## config.mk

```make
export PLATFORM = sky130hd
export DESIGN_NAME = core_power_mode
export DESIGN_NICKNAME = d
export VERILOG_FILES = /design/src/hdl/pwr_mode_pkg.sv /design/src/hdl/core_power_mode.sv
export SDC_FILE = /design/constraint.sdc
export NUM_CORES = 1
export LEC_CHECK = 0
export BUFFER_PORTS_ARGS = -buffer_cell sky130_fd_sc_hd__buf_2
export CAP_MARGIN = 20
export CORE_MARGIN = 4
export CORE_UTILIZATION = 37
export CTS_BUF_LIST = sky130_fd_sc_hd__clkbuf_8
export CTS_CLUSTER_DIAMETER = 60
export DETAILED_ROUTE_END_ITERATION = 8
export MAX_ROUTING_LAYER = met4
export PLACE_DENSITY = 0.57
export REMOVE_ABC_BUFFERS = 1
export SETUP_SLACK_MARGIN = 0.05
export SYNTH_ARGS = -nofsm -noshare
export SYNTH_HDL_FRONTEND = slang
export SYNTH_SLANG_ARGS = --single-unit
```

## constraint.sdc

```tcl
create_clock -name ref_clk -period 3 [get_ports ref_clk]
set_input_delay 0 -clock ref_clk [delete_from_list [all_inputs] [get_ports ref_clk]]
set_output_delay 0 -clock ref_clk [all_outputs]
set_load 0.02 [all_outputs]
```

## src/hdl/pwr_mode_pkg.sv

```systemverilog
package pwr_mode_pkg;
  // ***************************************************
  // Register addresses (visible on every page)
  // ***************************************************
  localparam logic [7:0] ADDR_POWER_CONTROL = 8'h87;
  localparam logic [7:0] ADDR_EXT_PRIO_ONE = 8'hF6;
  localparam logic [7:0] ADDR_EXT_PRIO_TWO = 8'hF7;
  // ***************************************************
  // Reset values and field positions
  // ***************************************************
  localparam logic [7:0] RESET_POWER_CONTROL = 8'h00;
  localparam logic [7:0] RESET_EXT_PRIO = 8'h00;
  localparam logic [7:0] PRIO_WRITE_MASK = 8'h7F;
  localparam int IDLE_SELECT_BIT = 0;
  localparam int STOP_SELECT_BIT = 1;
  // First priority register fields
  localparam int COMPARATOR2_PRIORITY = 6;
  localparam int COMPARATOR1_PRIORITY = 5;
  localparam int COMPARATOR0_PRIORITY = 4;
  localparam int COUNTER_ARRAY_PRIORITY = 3;
  localparam int CONV0_WINDOW_PRIORITY = 2;
  localparam int TWO_WIRE_BUS_PRIORITY = 1;
  localparam int SERIAL_PERIPH_PRIORITY = 0;
  // Second priority register fields
  localparam int UART_SECOND_PRIORITY = 6;
  localparam int CAN_PRIORITY = 5;
  localparam int CONV2_DONE_PRIORITY = 4;
  localparam int CONV2_WINDOW_PRIORITY = 3;
  localparam int TIMER_FOUR_PRIORITY = 2;
  localparam int CONV0_DONE_PRIORITY = 1;
  localparam int TIMER_THREE_PRIORITY = 0;
  // Number of extended sources (7 per register)
  localparam int NUM_SRC = 14;
  // ***************************************************
  // Timing
  // ***************************************************
  localparam int CLK_PERIOD_NS = 10;
  localparam int MCD_TIMEOUT_US = 100;
  localparam int MCD_TIMEOUT_CYC = (MCD_TIMEOUT_US * 1000) / CLK_PERIOD_NS;
  // ***************************************************
  // Types
  // ***************************************************
  typedef enum logic [1:0] {PM_RUN, PM_IDLE, PM_STOP} pm_state_t;
  typedef struct packed {
    logic wrEn;
    logic rdEn;
    logic [7:0] addr;
    logic [7:0] wdata;
  } reg_req_t;
endpackage

```

## src/hdl/core_power_mode.sv

```systemverilog
// Behaviour
// - Priority bit 0 low, 1 high
// - First register: comparators, array, window, bus, serial
// - Second register: uart, can, conv2, timers, conv0
// - Timer three bit selects low/high normally
// - Idle select write halts processor after instruction
// - Idle gates only processor clock
// - Enabled interrupt or reset ends idle
// - Wake services interrupt, then resumes next instruction
// - Reset ends modes; fetch from zero
// - Watchdog keeps counting, resets out of idle
// - Stop select halts processor and oscillator
// - Stop ignores interrupts; only reset ends it
// - Missing clock detector timeout resets stop
// - Mode bits read zero; writing zero nothing
// - Priority registers at F6/F7, reset zero
// - Power control at 87, reset zero
`timescale 1ns/1ns
`default_nettype none
module core_power_mode #(
  parameter int MCD_CYCLES = pwr_mode_pkg::MCD_TIMEOUT_CYC
) (
  input wire logic ref_clk,
  input wire logic sys_rst,
  input wire logic clkEn,
  input wire pwr_mode_pkg::reg_req_t regReq,
  input wire logic instrDone,
  input wire logic [13:0] irqReq,
  input wire logic [13:0] irqEnable,
  input wire logic retiDone,
  input wire logic extReset,
  input wire logic watchdogEn,
  input wire logic watchdogOverflow,
  input wire logic mcdEnable,
  output logic [7:0] regRdata,
  output logic cpuClkGate,
  output logic oscStop,
  output logic periphClkEn,
  output logic irqPending,
  output logic [3:0] irqIndex,
  output logic irqHigh,
  output logic internalReset,
  output logic [15:0] fetchAddr,
  output logic [1:0] powerMode
);
  // ***************************************************
  // Input synchronisers for pins
  // ***************************************************
  logic extRstMeta; // First stage, read only by second
  logic extRstSync; // Clean reset pin level
  logic [13:0] irqMeta; // First stage of interrupt lines
  logic [13:0] irqSync; // Synchronised interrupt lines
  // Two-flop synchronisers
  always_ff @(posedge ref_clk)
  begin
    if (sys_rst)
    begin
      extRstMeta <= 1'b0;
      extRstSync <= 1'b0;
      irqMeta <= 14'h0000;
      irqSync <= 14'h0000;
    end
    else if (clkEn)
    begin
      extRstMeta <= extReset;
      extRstSync <= extRstMeta;
      irqMeta <= irqReq;
      irqSync <= irqMeta;
    end
  end
  // ***************************************************
  // Registers
  // ***************************************************
  logic [7:0] prioOne; // First extended priority register
  logic [7:0] prioTwo; // Second extended priority register
  logic [7:0] next_prioOne;
  logic [7:0] next_prioTwo;
  logic wrPcon; // Write hits the power-control address
  logic reqIdle; // Idle requested by write
  logic reqStop; // Stop requested by write
  logic pendIdle; // Armed until instruction ends
  logic pendStop;
  logic next_pendIdle;
  logic next_pendStop;
  // Decode and next values of the register file
  always_comb
  begin
    wrPcon = regReq.wrEn && regReq.addr == pwr_mode_pkg::ADDR_POWER_CONTROL;
    // Only a one triggers a mode; zero writes ignored
    reqIdle = wrPcon && regReq.wdata[pwr_mode_pkg::IDLE_SELECT_BIT];
    reqStop = wrPcon && regReq.wdata[pwr_mode_pkg::STOP_SELECT_BIT];
    next_prioOne = prioOne;
    next_prioTwo = prioTwo;
    // Priority writes, reserved bit 7 kept zero
    if (regReq.wrEn && regReq.addr == pwr_mode_pkg::ADDR_EXT_PRIO_ONE)
      next_prioOne = regReq.wdata & pwr_mode_pkg::PRIO_WRITE_MASK;
    if (regReq.wrEn && regReq.addr == pwr_mode_pkg::ADDR_EXT_PRIO_TWO)
      next_prioTwo = regReq.wdata & pwr_mode_pkg::PRIO_WRITE_MASK;
    next_pendIdle = pendIdle | reqIdle;
    next_pendStop = pendStop | reqStop;
    if (instrDone)
    begin
      next_pendIdle = 1'b0;
      next_pendStop = 1'b0;
    end
  end
  // Register file storage, all cleared on reset
  always_ff @(posedge ref_clk)
  begin
    if (sys_rst)
    begin
      prioOne <= pwr_mode_pkg::RESET_EXT_PRIO;
      prioTwo <= pwr_mode_pkg::RESET_EXT_PRIO;
      pendIdle <= 1'b0;
      pendStop <= 1'b0;
    end
    else if (clkEn)
    begin
      prioOne <= next_prioOne;
      prioTwo <= next_prioTwo;
      pendIdle <= next_pendIdle;
      pendStop <= next_pendStop;
    end
  end
  // Read data: mode bits always read zero
  always_ff @(posedge ref_clk)
  begin
    if (sys_rst)
      regRdata <= 8'h00;
    else if (clkEn && regReq.rdEn)
    begin
      case (regReq.addr)
        pwr_mode_pkg::ADDR_POWER_CONTROL: regRdata <= 8'h00;
        pwr_mode_pkg::ADDR_EXT_PRIO_ONE: regRdata <= prioOne;
        pwr_mode_pkg::ADDR_EXT_PRIO_TWO: regRdata <= prioTwo;
        default: regRdata <= 8'h00;
      endcase
    end
  end
  // ***************************************************
  // Priority resolution
  // ***************************************************
  logic [13:0] prioVec; // One bit per source, 1 = high
  logic [13:0] active; // Requests that are enabled
  logic [13:0] isHigh; // Enabled and high priority
  logic [3:0] pickIdx; // Chosen source
  logic pickHigh;
  logic pickAny;
  logic [1:0] svcLevel; // Bit1 high handler, bit0 low handler
  logic [1:0] next_svcLevel;
  logic takeIrq; // Start servicing the chosen source
  pwr_mode_pkg::pm_state_t state; // Current power mode
  pwr_mode_pkg::pm_state_t next_state;
  genvar gi;
  // Source i maps to bit i of the first register, source i+7 to bit i of the second
  generate
    for (gi = 0; gi < 7; gi++)
    begin : g_map
      assign prioVec[gi] = prioOne[gi];
      assign prioVec[gi + 7] = prioTwo[gi];
    end
  endgenerate
  // Pick highest level request, lowest index first
  always_comb
  begin
    active = irqSync & irqEnable;
    isHigh = active & prioVec;
    pickIdx = 4'h0;
    pickHigh = 1'b0;
    pickAny = 1'b0;
    for (int i = 13; i >= 0; i--)
    begin
      if (active[i] && !isHigh[i] && isHigh == 14'h0000)
      begin
        pickIdx = 4'(i);
        pickAny = 1'b1;
      end
      if (isHigh[i])
      begin
        pickIdx = 4'(i);
        pickHigh = 1'b1;
        pickAny = 1'b1;
      end
    end
    // High preempts low; nothing preempts high
    takeIrq = pickAny && !svcLevel[1] && (pickHigh || !svcLevel[0]);
    next_svcLevel = svcLevel;
    if (retiDone)
    begin
      if (svcLevel[1])
        next_svcLevel[1] = 1'b0;
      else
        next_svcLevel[0] = 1'b0;
    end
    if (takeIrq && state != pwr_mode_pkg::PM_STOP)
    begin
      if (pickHigh)
        next_svcLevel[1] = 1'b1;
      else
        next_svcLevel[0] = 1'b1;
    end
  end
  // ***************************************************
  // Power-mode state machine
  // ***************************************************
  logic [16:0] mcdCount; // Missing-clock timer while stopped
  logic [16:0] next_mcdCount;
  logic mcdFire;
  logic rstAny; // Pin or watchdog reset, which ends any mode
  // Next mode
  always_comb
  begin
    next_state = state;
    next_mcdCount = 17'h00000;
    mcdFire = 1'b0;
    // Watchdog runs in idle and its overflow resets
    rstAny = extRstSync || (watchdogEn && watchdogOverflow);
    case (state)
      pwr_mode_pkg::PM_RUN:
        // Stop wins when both bits are set
        if (instrDone && (pendStop || reqStop))
          next_state = pwr_mode_pkg::PM_STOP;
        else if (instrDone && (pendIdle || reqIdle))
          next_state = pwr_mode_pkg::PM_IDLE;
      pwr_mode_pkg::PM_IDLE:
        // Enabled interrupt clears idle and resumes
        if (pickAny)
          next_state = pwr_mode_pkg::PM_RUN;
      pwr_mode_pkg::PM_STOP:
      begin
        // Interrupts ignored; detector counts only
        if (mcdEnable)
          next_mcdCount = mcdCount + 17'h00001;
        if (mcdEnable && mcdCount >= 17'(MCD_CYCLES - 1))
          mcdFire = 1'b1;
      end
      default: next_state = pwr_mode_pkg::PM_RUN;
    endcase
    if (rstAny || mcdFire)
    begin
      next_state = pwr_mode_pkg::PM_RUN;
      next_mcdCount = 17'h00000;
    end
  end
  // Mode and handler level registers
  always_ff @(posedge ref_clk)
  begin
    if (sys_rst)
    begin
      state <= pwr_mode_pkg::PM_RUN;
      mcdCount <= 17'h00000;
      svcLevel <= 2'b00;
      internalReset <= 1'b0;
    end
    else if (clkEn)
    begin
      state <= next_state;
      mcdCount <= next_mcdCount;
      svcLevel <= (rstAny || mcdFire) ? 2'b00 : next_svcLevel;
      internalReset <= rstAny || mcdFire;
    end
  end
  // ***************************************************
  // Outputs
  // ***************************************************
  // Idle gates CPU only; stop also stops oscillator
  always_comb
  begin
    cpuClkGate = state != pwr_mode_pkg::PM_RUN;
    oscStop = state == pwr_mode_pkg::PM_STOP;
    periphClkEn = state != pwr_mode_pkg::PM_STOP;
    irqPending = pickAny && takeIrq && state != pwr_mode_pkg::PM_STOP;
    irqIndex = pickIdx;
    irqHigh = pickHigh;
    fetchAddr = 16'h0000; // Reset vector
    powerMode = state;
  end
  // ***************************************************
  // Checks
  // ***************************************************
  property p_stop_wins;
    @(posedge ref_clk) disable iff (sys_rst)
    (clkEn && state == pwr_mode_pkg::PM_RUN && instrDone && reqStop &&
     !rstAny) |=> state == pwr_mode_pkg::PM_STOP;
  endproperty
  a_stop_wins: assert property (p_stop_wins) else $error("no stop");
  property p_stop_no_irq;
    @(posedge ref_clk) disable iff (sys_rst)
    (clkEn && state == pwr_mode_pkg::PM_STOP && !rstAny && !mcdFire)
    |=> state == pwr_mode_pkg::PM_STOP;
  endproperty
  a_stop_no_irq: assert property (p_stop_no_irq) else $error("left");
  property p_idle_wake;
    @(posedge ref_clk) disable iff (sys_rst)
    (clkEn && state == pwr_mode_pkg::PM_IDLE && pickAny)
    |=> state == pwr_mode_pkg::PM_RUN;
  endproperty
  a_idle_wake: assert property (p_idle_wake) else $error("idle stuck");
  property p_rd_zero;
    @(posedge ref_clk) disable iff (sys_rst)
    (clkEn && regReq.rdEn && regReq.addr == pwr_mode_pkg::ADDR_POWER_CONTROL)
    |=> regRdata == 8'h00;
  endproperty
  a_rd_zero: assert property (p_rd_zero) else $error("bits read");
  property p_idle_gate;
    @(posedge ref_clk) disable iff (sys_rst)
    state == pwr_mode_pkg::PM_IDLE |-> cpuClkGate && periphClkEn && !oscStop;
  endproperty
  a_idle_gate: assert property (p_idle_gate) else $error("idle clk");
  property p_no_preempt_high;
    @(posedge ref_clk) disable iff (sys_rst)
    irqPending |-> !svcLevel[1] && (irqHigh || !svcLevel[0]);
  endproperty
  a_no_preempt_high: assert property (p_no_preempt_high)
    else $error("preempt");
  property p_rst_ends;
    @(posedge ref_clk) disable iff (sys_rst)
    (clkEn && extRstSync) |=> state == pwr_mode_pkg::PM_RUN && internalReset;
  endproperty
  a_rst_ends: assert property (p_rst_ends) else $error("no reset");
  property p_prio_rsv;
    @(posedge ref_clk) disable iff (sys_rst)
    !prioOne[7] && !prioTwo[7];
  endproperty
  a_prio_rsv: assert property (p_prio_rsv) else $error("rsv set");
endmodule
`default_nettype wire

```

==> results.md, run 1 <==
Run:
- Across the run, the number of max-cap violations was 0.

Floorplanning:
- The floorplan step set the die width to 111 um.
- The floorplan has 37 rows.
- The top-level I/O count is 91.
- The initial utilization of the core area, before any placement, comes to 38.1%.
- The floorplan step defined a die boundary enclosing 12,400 um2.
- In this run the vertical extent of the chip is 111 um.
- The floorplan core area is 10,400 um2.

Clock tree:
- Clock latency on the worst-skew pair, taken at its later pin, is 0.35 ns.
- The number of clock buffers added by TritonCTS is 9.
- The number of gates resized after CTS was 0.
- The number of H-tree levels is 3.
- The clock-pin transition on the worst setup and hold timing paths is 0.08 ns.
- The clock tree from TritonCTS is yes.
- The cell sitting at the root of the clock tree is a sky130_fd_sc_hd__clkbuf_8.
- The total number of clock tree sinks is 75.
- The worst-case clock buffer depth is 2.

Critical path:
- The worst reg-to-reg path cell count is 7.
- The beginning of the worst register-to-register path is mcdCount[0].
- The startpoint type of the worst setup path is a flip-flop.
- The cell type of the slowest stage on the worst timing path is sky130_fd_sc_hd__o41ai_2.
- The critical path startpoint is prioTwo[0].
- Data on the critical path is required at its endpoint by 3.00 ns.
- Of all nets on the critical path, the largest fanout is 4.
- Walking the worst path, the cells encountered are nand3_2 > nand4_1 > o41ai_2 > o21ba_2 > a2111oi_2 > a211oi_2 > buf_2.
- The category of the worst setup path capture point is a primary output.
- The critical path in this run is classified as flip-flop to primary output.
- For the worst setup path, the data arrival time is 2.46 ns.
- On the worst path, the slowest cell contributes a delay of 0.47 ns.

Status:
- The flow ran to the end, and the final reports show no timing, DRC or antenna violations.

Placed design:
- Counting tap cells, the placed design contains a total of 636 instances.
- The HPWL after detailed placement is 7400 um.
- The number of I/O port buffers is 72.
- The final weighted congestion of routability-driven global placement is 0.878.
- OpenSTA, run right after detailed placement, puts the worst setup slack at 0.881 ns.
- The post-place instance area is 4360 um2.

Global routing:
- The met1 demand-to-capacity share in global routing is 20.7%.
- Entering global routing, the biggest net connects 47 pins.
- The number of global-route vias before repair came to 3,486.
- For met2 alone, demand over resource in global routing was 28.8%.
- The total overflow left after global routing is 0.
- The initial antenna violation count is 0.
- The wire length of the first global-routing pass is 16,800 um.
- The overall global routing resource usage is 17.0%.
- The layer with the highest usage is met2.
- The global-route met3 utilization is 2.89%.

Finish:
- After the flow finishes, the layout carries non-filler instances totaling 675.
- 0 antenna diodes ended up in the layout.
- From synthesis to final layout, the design area changed by 21.6%.
- In the final layout, the share of cells above drive strength 1 is 23.4%.
- At the end of the flow, the number of nets in the layout was 590.
- After routing the design area is 4800 um2.

STA:
- Setup violations remaining at the end of the flow were counted as 0.
- The top achievable clock speed is 0.406 GHz.
- The worst slack on hold paths is 0.0517 ns.
- The count of pins over their slew limit is 0.
- In the finished design, the share of the clock period the worst path needs comes to 82.1%.
- On the final layout, the worst clock skew is 0.00719 ns.
- The count of final hold-check violations was 0.
- The final-layout setup total negative slack is 0 ns.
- Setup repair after global routing left no endpoint under its margin.
- In this run the tightest slew margin relative to its limit is 39.6%.
- The post-route worst setup slack is 0.536 ns.
- The post-layout minimum cycle time is 2.46 ns.
- The measured slew at the worst slew-check pin is 0.907 ns.

Logic synthesis:
- The cell accounting for the most synthesized area is sky130_fd_sc_hd__dfxtp_1.
- The count of state elements after synthesis is 75.
- The most instantiated library cell after synthesis is sky130_fd_sc_hd__nor2_1.
- Counting flops with an async set or reset pin after synthesis yields a share of 0%.
- Counting flops with a built-in enable in the synthesized netlist gives 0.
- By area the synthesized netlist is led by sky130_fd_sc_hd__dfxtp_1 (38%), sky130_fd_sc_hd__mux2i_1 (13%), sky130_fd_sc_hd__nor2_1 (7.6%).
- The average footprint of a synthesized cell is 8.91 um2.
- After synthesis, the most frequently instantiated cells are sky130_fd_sc_hd__nor2_1 (80), sky130_fd_sc_hd__dfxtp_1 (75), sky130_fd_sc_hd__mux2i_1 (52).
- The post-synthesis cell type count is 70.
- The yosys synthesis warning count is 0.
- The synthesized area is 3950 um2.
- The post-synthesis sequential area ratio is 38.0%.
- The most used flip-flop cell after synthesis is sky130_fd_sc_hd__dfxtp_1.
- In this run the biggest area consumer among cell types represents 38.0% of the synthesized area.
- The count of mapped cells out of synthesis is 443.

Power and ir drop:
- In this run the static leakage power is 1.95 nW.
- The worst supply voltage drop on vdd is 0.000209 V.
- The power per cell area is 441 nW/um2.

Worst hold path:
- The worst hold path belongs to the class input pin to flip-flop.
- The startpoint identified for the worst hold timing path is retiDone.
- The hold-critical path depth is 4.

Detailed routing:
- The overall via count from detail_route is 3,530.
- In the routed design, unresolved DRC markers number 0.
- The antenna violation net count after detailed routing is 0.
- The number of design-rule violations left by the first detailed-router iteration is 179.
- Before antenna repair, the detailed router went through 4 iterations.
- The routed design has 9960 um of wire.
- The mean number of vias per cell is 5.23.
- In the final routed layout, each cell accounts on average for 14.8 um.
## where the power goes
group          internal [mW]  switching, mW  total (mW)
clock network          0.465          0.381       0.846
registers               1.02         0.0147        1.03
logic                  0.101          0.139       0.240
total                   1.58          0.535        2.12
## cells in the final DEF, fill, tap and decap left out, drive strengths merged, types with 3 or more instances in the layout
cell type	Yosys	final
nand2	23	23
clkbuf	11	9
nor3	16	16
a31o	3	3
and4	5	5
and3	4	4
nor2b	4	4
o211ai	8	8
clkinvlp	0	3
inv	5	5
a22oi	3	3
clkinv	1	3
nor2	80	80
nor4	5	5
nand4	13	13
a211oi	3	3
nand3	20	20
mux2i	52	52
and2	6	6
conb	1	17
dfxtp	75	75
buf	24	76
dlygate4sd3	0	23
nor3b	6	6
o21ai	13	13
a41oi	6	6
a21oi	25	25
## registers in the layout (all words and copies together), names as in the netlist
name	count
internalReset	1
prioTwo	7
svcLevel	2
regRdata	7
prioOne	7
extRstMeta	1
extRstSync	1
irqSync	14
powerMode	2
pendIdle	1
pendStop	1
irqMeta	14
mcdCount	17
## through the flow
step	utilization (%)	total power, mW
3_3_place_gp	42.0	1.27
2_1_floorplan	-	1.16
3_5_place_dp	42.0	1.27
6_report	46.3	2.12
5_1_grt	46.3	2.22
4_1_cts	46.3	2.14
## final timing paths
kind | to | slack (ns)
setup / recovery | irqIndex[1] | 0.54
hold / removal | svcLevel[1] | 0.05
setup reg to reg | mcdCount[6] | 0.87
hold reg to reg | mcdCount[14] | 0.47
## worst max-delay path, delay by kind of cell, from the launching register on
| kind | cells | cell delay (ns) |
|---|---|---|
| AO/OA/AOI/OAI | 4 | 1.18 |
| flip-flops | 1 | 0.38 |
| buffers and inverters | 1 | 0.18 |
| AND/OR/NAND/NOR | 2 | 0.37 |
## cell type report
class                           count  area, um2
Multi-Input combinational cell    343       2260
Inverter                            6       35.0
Clock inverter                      7       92.6
Sequential cell                    75       1500
Fill cell                        1025       5570
Clock buffer                        9        124
Tap cell                          136        170
Timing Repair Buffer               99        621
## logic make-up after synthesis
kind of cell,Yosys count,synth area share [%]
mux,53,13.5
buf+inv,41,6.31
simple gates,191,26.7
xor+xnor,1,0.222
other cells,1,0.0950
flops,75,38.0
compound gates,80,14.9
fa+ha+maj,1,0.317
## timing repair
| action | in CTS | in global routing |
|---|---|---|
| endpoints found under the hold margin | 31 | 0 |
| buffers inserted | 0 | 0 |
| hold buffers | 23 | 0 |
## metal layers
layer	part of all wire [%]	vias up
li1	-	1771
met4	1.3	0
met2	49	82
met3	3.7	12
met1	46	1665
met5	0	-
No activity file was read; power rests on OpenSTA's default activity.
==> run 2, diff against run 1 <==
ABC_AREA = 1   (was not set)
PLACE_DENSITY = 0.59   (was 0.57)
clock period = 2.05 ns   (was 3 ns; I/O delays follow)
==> run 2 against run 1 <==
Against the previous run:
- the run now ends with setup timing left
- sequential power rose by 50%
- first-iteration DRC count fell by 1.1%
- wire length rose by 13%
- count of clock-buffer cells in the layout did not move
- cell area rose by 17%
- combinational power rose to 2.8 times the previous value
- hold slack got worse by 0.0020 ns
- worst setup slack got worse by 0.80 ns
- utilization rose by 7.2 points
- synthesized area rose by 2.8%
- critical endpoint is now irqIndex[0]
- largest power group unchanged
==> results.md, run 2 <==
Status:
- Status: finished with violations (was completed).
- The final reports fail on setup timing.

Logic synthesis:
- The share of synthesized cell area in full adder, half adder and majority cells came to 0.308% (was 0.317%).
- Synth cell count leaders: sky130_fd_sc_hd__nand2_1 (97), sky130_fd_sc_hd__nor2_1 (93), sky130_fd_sc_hd__dfxtp_1 (75) (was sky130_fd_sc_hd__nor2_1 (80), sky130_fd_sc_hd__dfxtp_1 (75), sky130_fd_sc_hd__mux2i_1 (52)).
- The synthesized area is 4060 um2 (was 3950 um2).
- The cell accounting for the most synthesized area is sky130_fd_sc_hd__dfxtp_1 (unchanged).
- The compound-gate portion of the synthesized area was 16.0% (was 14.9%).
- The most instantiated library cell after synthesis is sky130_fd_sc_hd__nand2_1 (was sky130_fd_sc_hd__nor2_1).
- The count of mapped cells out of synthesis is 587 (was 443).
- The main combinational cell family by area after synthesis is simple AND/OR/NAND/NOR gates (unchanged).
- The number of enable-type register cells in the synthesized netlist is 0 (unchanged).
- Cells taking the most area after synthesis: sky130_fd_sc_hd__dfxtp_1 (37%), sky130_fd_sc_hd__nand2_1 (9.0%), sky130_fd_sc_hd__nor2_1 (8.6%) (was sky130_fd_sc_hd__dfxtp_1 (38%), sky130_fd_sc_hd__mux2i_1 (13%), sky130_fd_sc_hd__nor2_1 (7.6%)).
- The synthesized-area fraction occupied by xor and xnor cells is 0.432% (was 0.222%).
- The count of state elements after synthesis is 75 (unchanged).
- The post-synthesis sequential area ratio was 37.0% (was 38.0%).
- The area fraction in and, or, nand and nor cells after synthesis is 33.1% (was 26.7%).
- The fraction of post-synthesis cell area in the top cell type by area is 37.0% (was 38.0%).
- The post-synthesis cell type count is 44 (was 70).
- The average footprint of a synthesized cell is 6.91 um2 (was 8.91 um2).
- The leading register cell type out of synthesis is sky130_fd_sc_hd__dfxtp_1 (unchanged).
- The yosys synthesis warning count came to 0 (unchanged).
- The share of flip-flops with an asynchronous set or reset after synthesis was 0% (unchanged).
- The share of cell area taken by muxes after synthesis is 0% (was 13.5%).

Global routing:
- The wire length of the first global-routing pass was 17,900 um (was 16,800 um).
- The global-route congestion overflow total was 0 (unchanged).
- The largest net degree at the start of global routing came to 47 (unchanged).
- The overall global routing resource usage is 17.7% (was 17.0%).
- The initial antenna violation count was 0 (unchanged).
- The number of global-route vias before repair was 3,874 (was 3,486).

Finish:
- The antenna diode count came to 0 (unchanged).
- The final-stage net count was 765 (was 590).
- The share of cells above drive strength 1 was 37.3% (was 23.4%).
- The most frequent standard cell in the layout excluding fill and tap cells is sky130_fd_sc_hd__nor2_1 (unchanged).
- Top flop regs: mcdCount: 17 flops, irqMeta: 14 flops, irqSync: 14 flops (unchanged).
- Most frequent cells in the layout: sky130_fd_sc_hd__nor2_1 (89), sky130_fd_sc_hd__nand2_1 (82), sky130_fd_sc_hd__buf_2 (67) (was sky130_fd_sc_hd__nor2_1 (80), sky130_fd_sc_hd__dfxtp_1 (75), sky130_fd_sc_hd__buf_2 (72)).
- The post-route core utilization is 53.5% (was 46.3%).
- The area growth from synthesis to layout was 38.5% (was 21.6%).
- The register with the highest flop count is mcdCount (unchanged).
- The number of flip-flops in the largest register was 17 (unchanged).
- The number of non-filler instances in the completed layout is 850 (was 675).

Critical path:
- The critical path startpoint is prioTwo[0] (unchanged).
- The beginning of the worst register-to-register path is prioTwo[0] (was mcdCount[0]).
- The endpoint of the worst register-to-register path is powerMode[1] (was mcdCount[6]).
- The signal arrival time at the worst endpoint came to 2.31 ns (was 2.46 ns).
- The category of the worst setup path capture point is a primary output (unchanged).
- The startpoint type of the worst setup path is a flip-flop (unchanged).
- The worst setup path category is flip-flop to primary output (unchanged).
- Crit-path cells: nand3_2 > nand2_4 > nor2_4 > nand2_4 > nor2_4 > nand2_2 > nand2_2 > nand2_1 > nand2_1 > nand2_1 > nand2_1 > nand2_1 > nand2_1 > nand2_1 > nand2_1 > nand2_1 > nand2_1 > nand2_2 > a21oi_4 > buf_6 (was nand3_2 > nand4_1 > o41ai_2 > o21ba_2 > a2111oi_2 > a211oi_2 > buf_2).
- The kind of cell adding the most delay to the critical path was simple AND/OR/NAND/NOR gates (was compound AO/OA/AOI/OAI gates).
- The most used cell along the critical path is sky130_fd_sc_hd__nand2_1.
- The worst-case register-to-register setup slack was -0.10 ns (was 0.87 ns).
- The worst path required time was 2.05 ns (was 3.00 ns).
- The total buffers and inverters traversed by the critical path is 1 (unchanged).
- The maximum single-stage delay on the critical path came to 0.35 ns (was 0.47 ns).
- The cell type of the slowest stage on the worst timing path is sky130_fd_sc_hd__dfxtp_2 (was sky130_fd_sc_hd__o41ai_2).
- The worst reg-to-reg path cell count is 18 (was 7).
- The largest fanout on the critical path is 3 (was 4).
- The path length in cells of the critical path was 20 (was 7).

Placed design:
- The total half-perimeter wirelength after legalization and detailed placement is 7670 um (was 7400 um).
- The final weighted congestion of routability-driven global placement is 0.941 (was 0.878).
- The number of I/O port buffers came to 72 (unchanged).
- The placed cell count was 783 (was 636).
- The post-placement setup slack is 0.00542 ns (was 0.881 ns).

Floorplanning:
- The full die area is 12,700 um2 (was 12,400 um2).
- The width of the die is 113 um (was 111 um).
- The floorplan core area is 10,500 um2 (was 10,400 um2).
- The starting density of the core is 38.6% (was 38.1%).
- The die span in y is 113 um (was 111 um).
- The row count came to 37 (unchanged).
- The top-level I/O count is 91 (unchanged).

Clock tree:
- The worst-case clock buffer depth came to 2 (unchanged).
- The clock tree from TritonCTS is yes (unchanged).
- The later-pin clock latency in the skew report is 0.36 ns (was 0.35 ns).
- The clock-pin transition on the worst setup and hold timing paths is 0.08 ns (about the same).
- The number of H-tree levels is 3 (unchanged).
- The total CTS buffers is 9 (unchanged).
- The CTS root buffer is sky130_fd_sc_hd__clkbuf_8 (unchanged).
- The total number of clock tree sinks is 75 (unchanged).

Worst hold path:
- The hold-critical path depth is 3 (was 4).
- The class of the most critical hold timing path was input pin to flip-flop (unchanged).
- The startpoint of the tightest hold check path is clkEn (was retiDone).
- The worst hold endpoint is pendStop (was svcLevel[1]).

Detailed routing:
- The total wire length after detailed routing is 11,200 um (was 9960 um).
- The number of optimization iterations in the first detailed-route pass is 4 (unchanged).
- The overall via count from detail_route is 4,102 (was 3,530).
- The detail-routed net length per standard cell was 13.2 um (was 14.8 um).
- The number of design-rule violations left by the first detailed-router iteration came to 177 (was 179).
- The mean number of vias per cell is 4.83 (was 5.23).
- The detailed-route DRC error count came to 0 (unchanged).
- The antenna violation net count after detailed routing came to 0 (unchanged).

STA:
- The count of final hold-check violations is 0 (unchanged).
- The post-layout minimum cycle time is 2.31 ns.
- Setup repair after global routing missed its margin: yes (was no).
- The maximum clock skew at final layout is 0.0159 ns (was 0.00719 ns).
- The count of pins over their slew limit was 0 (unchanged).
- The measured slew at the worst slew-check pin is 0.714 ns (was 0.907 ns).
- The normalized max-slew margin came to 52.4% (was 39.6%).
- The post-route worst setup slack came to -0.263 ns (was 0.536 ns).
- The top achievable clock speed is 0.432 GHz.
- The final-layout setup total negative slack is -0.816 ns (was 0 ns).
- The number of endpoints failing setup at the final stage is 9 (was 0).
- The ratio of final minimum period to clock period is 113%.

Power and ir drop:
- The power per cell area is 626 nW/um2 (was 441 nW/um2).
- The leakage power is 2.50 nW (was 1.95 nW).
- The worst supply voltage drop on vdd is 0.000541 V (was 0.000209 V).

Run:
- The max-cap check violation count is 0 (unchanged).
-- run 2: changes by cell type after synthesis, moves of 11 or more --
cell	delta
sky130_fd_sc_hd__nor2_2	+11
sky130_fd_sc_hd__nand2_1	+74
sky130_fd_sc_hd__o21ai_0	+38
sky130_fd_sc_hd__nand3_1	+14
sky130_fd_sc_hd__mux2i_1	-52
sky130_fd_sc_hd__inv_1	+58
sky130_fd_sc_hd__nor2_1	+13
-- run 2: cell families after synthesis --
kind of cell | after synthesis
and+or+nand+nor | 280
other | 1
buffers and inverters | 115
AOI/OAI and AO/OA | 113
DFF | 75
xor gates and xnor gates | 2
adders and majority gates | 1
-- run 2: repair_timing --
item | CTS | global route
gates cloned | 0 | 1
setup endpoints to repair | 10 | 24
hold endpoints to repair | 32 | 0
hold buffers | 24 | 0
setup buffers | 15 | 11
pin swaps | 20 | 24
gates resized for setup | 69 | 62
-- run 2: worst max-delay path by stage --
stage / endpoint / slack [ns]
final: irqIndex[0] / -0.26
after global routing: irqIndex[0] / -0.39
after CTS: irqIndex[0] / -0.22
after detailed placement: powerMode[1] / 0.005
after global placement: powerMode[1] / 0.09
after floorplan: mcdCount[0] / 0.002
-- run 2: tightest hold or removal path, cell delays in order --
cell,delay (ns)
sky130_fd_sc_hd__buf_2,0.18
sky130_fd_sc_hd__nand2_1,0.12
sky130_fd_sc_hd__a211oi_1,0.06
-- run 2: through the flow --
step,hold slack [ns],power (mW),cell area [um2]
global placement,0.224,2.08,4510
detailed placement,0.229,2.09,4510
finish,0.0497,3.52,5620
CTS,0.0370,3.52,5290
floorplan,0.0624,1.88,3880
global route,0.0619,3.67,5620
-- run 2: area by class of cell --
cell class / instances / area (um2)
clock buffer: 9 / 124
timing repair inverter: 1 / 8.76
sequential: 75 / 1540
multi-input combinational: 413 / 2420
inverter: 76 / 308
clock inverter: 7 / 98.8
timing repair buffer: 133 / 948
tap: 136 / 170
fill: 996 / 4890
-- run 2: power breakdown --
| group | total [mW] | internal (mW) | switching, mW |
|---|---|---|---|
| sequential | 1.55 | 1.51 | 0.0367 |
| combinational | 0.675 | 0.288 | 0.388 |
| clock | 1.29 | 0.694 | 0.601 |
-- run 2: layer usage --
metal,vias to the layer above,GRT usage (%),wire length (um)
li1,2102,-,-
met1,1867,20.3,4780
met2,112,31.0,5620
met3,21,4.17,561
met4,0,4.25,265
met5,-,-,0
==> run 3, diff against run 2 <==
==> constraint.sdc (replaced) <==
create_clock -name ref_clk -period 2.05 [get_ports ref_clk]
set_input_delay 0.205 -clock ref_clk [delete_from_list [all_inputs] [get_ports ref_clk]]
set_output_delay 0.205 -clock ref_clk [all_outputs]
set_load 0.02 [all_outputs]
==> run 3 against run 2 <==
Against the previous run:
- the run still ends with setup timing left
- clock power down 12%
- worst setup slack worse by 0.15 ns
- register-to-register slack worse by 0.05 ns
- global-route usage up 0.051 points
- count of clock-buffer cells in the layout up 1
- clock skew down 0.0065 ns
- wire length up 0.40%
- combinational power down 4.7%
- first-iteration DRC count down 1.7%
- non-clock buffer count down 7
- hold slack better by 0.026 ns
- utilization down 1.8 points
- largest power group unchanged
==> results.md, run 3 (synthesized netlist as in run 2, its figures left out) <==
Floorplanning:
- The width of the die was 113 um (unchanged).
- The top-level I/O count was 91 (unchanged).
- The row count is 37 (unchanged).
- The full die area is 12,700 um2 (unchanged).
- The die span in y came to 113 um (unchanged).
- The floorplan core area is 10,500 um2 (unchanged).
- The starting density of the core came to 38.6% (unchanged).

STA:
- The post-layout minimum cycle time came to 2.46 ns (was 2.31 ns).
- The maximum clock skew at final layout is 0.00942 ns (was 0.0159 ns).
- The count of final hold-check violations came to 0 (unchanged).
- The top achievable clock speed was 0.406 GHz (was 0.432 GHz).
- The ratio of final minimum period to clock period came to 120% (was 113%).
- The post-route worst setup slack is -0.412 ns (was -0.263 ns).
- Setup repair after global routing missed its margin: yes (unchanged).
- The final-layout setup total negative slack is -1.82 ns (was -0.816 ns).
- The number of endpoints failing setup at the final stage is 7 (was 9).
- The count of pins over their slew limit is 0 (unchanged).

Detailed routing:
- The overall via count from detail_route is 4,081 (was 4,102).
- The antenna violation net count after detailed routing is 0 (unchanged).
- The total wire length after detailed routing is 11,300 um (was 11,200 um).
- The detail-routed net length per standard cell is 13.4 um (was 13.2 um).
- The detailed-route DRC error count is 0 (unchanged).
- The number of optimization iterations in the first detailed-route pass is 4 (unchanged).
- The number of design-rule violations left by the first detailed-router iteration is 174 (was 177).
- The mean number of vias per cell was 4.84 (was 4.83).

Critical path:
- The worst setup path category is flip-flop to primary output (unchanged).
- The worst path required time came to 1.85 ns (was 2.05 ns).
- The largest fanout on the critical path is 3 (unchanged).
- The worst-case register-to-register setup slack is -0.15 ns (was -0.10 ns).
- The category of the worst setup path capture point is a primary output (unchanged).
- The signal arrival time at the worst endpoint is 2.26 ns (was 2.31 ns).
- The startpoint type of the worst setup path is a flip-flop (unchanged).

Finish:
- Most frequent cells in the layout: sky130_fd_sc_hd__nor2_1 (89), sky130_fd_sc_hd__nand2_1 (77), sky130_fd_sc_hd__buf_2 (67) (was sky130_fd_sc_hd__nor2_1 (89), sky130_fd_sc_hd__nand2_1 (82), sky130_fd_sc_hd__buf_2 (67)).
- The final-stage net count came to 758 (was 765).
- The number of non-filler instances in the completed layout is 843 (was 850).
- Top flop regs: mcdCount: 17 flops, irqMeta: 14 flops, irqSync: 14 flops (unchanged).
- The area growth from synthesis to layout was 33.8% (was 38.5%).
- The share of cells above drive strength 1 is 41.0% (was 37.3%).
- The number of flip-flops in the largest register is 17 (unchanged).
- The register with the highest flop count is mcdCount (unchanged).
- The antenna diode count is 0 (unchanged).
- The most frequent standard cell in the layout excluding fill and tap cells is sky130_fd_sc_hd__nor2_1 (unchanged).

Clock tree:
- The total number of clock tree sinks is 75 (unchanged).
- The clock tree from TritonCTS is yes (unchanged).
- The number of H-tree levels came to 3 (unchanged).
- The CTS root buffer was sky130_fd_sc_hd__clkbuf_8 (unchanged).
- The later-pin clock latency in the skew report is 0.35 ns (was 0.36 ns).
- The quantity of hold-fixing buffers added after cts was 0 (was 24).
- The worst-case clock buffer depth came to 2 (unchanged).
- The total CTS buffers was 9 (unchanged).
- The clock-pin transition on the worst setup and hold timing paths is 0.08 ns (about the same).

Placed design:
- The number of I/O port buffers is 72 (unchanged).
- The placed cell count is 808 (was 783).
- The total half-perimeter wirelength after legalization and detailed placement is 8020 um (was 7670 um).
- The final weighted congestion of routability-driven global placement is 0.894 (was 0.941).

Worst hold path:
- The class of the most critical hold timing path is input pin to flip-flop (unchanged).

Global routing:
- The initial antenna violation count was 0 (unchanged).
- The largest net degree at the start of global routing is 49 (was 47).
- The overall global routing resource usage is 17.7% (about the same).
- The number of global-route vias before repair is 3,902 (was 3,874).
- The wire length of the first global-routing pass came to 17,900 um (about the same).
- The global-route congestion overflow total is 0 (unchanged).

Power and ir drop:
- The worst supply voltage drop on vdd was 0.000421 V (was 0.000541 V).
- The leakage power is 2.45 nW (was 2.50 nW).
- The power per cell area came to 612 nW/um2 (was 626 nW/um2).

Status:
- Status: finished with violations (unchanged).
- Failing checks: setup timing (unchanged).

Run:
- The max-cap check violation count came to 0 (unchanged).
## run 3: power breakdown
| group | leakage [nW] | switching, mW | internal [mW] |
|---|---|---|---|
| registers | 0.625 | 0.0353 | 1.51 |
| clock network | 0.101 | 0.549 | 0.585 |
| logic | 1.72 | 0.381 | 0.262 |
## run 3: critical path, stage by stage (launching register included)
cell	delay [ns]
sky130_fd_sc_hd__dfxtp_4	0.37
sky130_fd_sc_hd__nand3_4	0.07
sky130_fd_sc_hd__nand2_4	0.07
sky130_fd_sc_hd__nor2_4	0.12
sky130_fd_sc_hd__nand2_4	0.08
sky130_fd_sc_hd__nor2_4	0.15
sky130_fd_sc_hd__nand2_2	0.07
sky130_fd_sc_hd__nand2_2	0.07
sky130_fd_sc_hd__nand2_1	0.05
sky130_fd_sc_hd__nand2_1	0.05
sky130_fd_sc_hd__nand2_1	0.05
sky130_fd_sc_hd__nand2_1	0.06
sky130_fd_sc_hd__nand2_1	0.05
sky130_fd_sc_hd__nand2_1	0.06
sky130_fd_sc_hd__nand2_1	0.05
sky130_fd_sc_hd__nand2_1	0.06
sky130_fd_sc_hd__nand2_1	0.06
sky130_fd_sc_hd__nand2_1	0.06
sky130_fd_sc_hd__nand2_1	0.06
sky130_fd_sc_hd__a21oi_2	0.14
sky130_fd_sc_hd__buf_4	0.16
## run 3: timing repair
action	CTS	global route
buffers inserted	16	7
endpoints found under the hold margin	0	0
setup endpoints to repair	21	24
gates cloned	0	1
gates resized for setup	66	61
pin swaps	27	32
## run 3: cell type report
| class | instances | area (um2) |
|---|---|---|
| clock inverter | 6 | 57.6 |
| multi-input combinational | 413 | 2410 |
| sequential | 75 | 1540 |
| fill | 1043 | 5080 |
| tap | 136 | 170 |
| timing repair buffer | 126 | 812 |
| clock buffer | 10 | 138 |
| timing repair inverter | 1 | 8.76 |
| inverter | 76 | 303 |
## run 3: worst paths after layout
kind                                    from            to  cells after the start
worst max-delay path              prioOne[0]   irqIndex[0]                     20
worst min register to register  mcdCount[14]  mcdCount[14]                      2
worst max register to register    prioOne[0]  powerMode[1]                     18
worst min-delay path               irqReq[0]    irqMeta[0]                      3
## run 3: metal layers
metal  up-vias  share of wire, %  global-route usage [%]  wire length [um]
met5         -                 0                       -                 0
met1      1888                41                    20.3              4670
met2        96                51                    30.9              5750
met3        14               6.0                    3.90               677
met4         0               1.6                    5.29               176
li1       2083                 -                       -                 -
## run 3: per-stage QoR
step | total power [mW] | utilization [%] | hold slack [ns] | setup WS [ns] | area (um2)
2_1_floorplan | 1.88 | - | 0.267 | 0.00166 | 3880
3_3_place_gp | 2.11 | 44.6 | 0.427 | -0.0961 | 4680
3_5_place_dp | 2.12 | 44.6 | 0.436 | -0.105 | 4680
4_1_cts | 3.35 | 49.3 | 0.0615 | -0.428 | 5180
5_1_grt | 3.48 | 51.7 | 0.0867 | -0.577 | 5430
6_report | 3.32 | 51.7 | 0.0761 | -0.412 | 5430
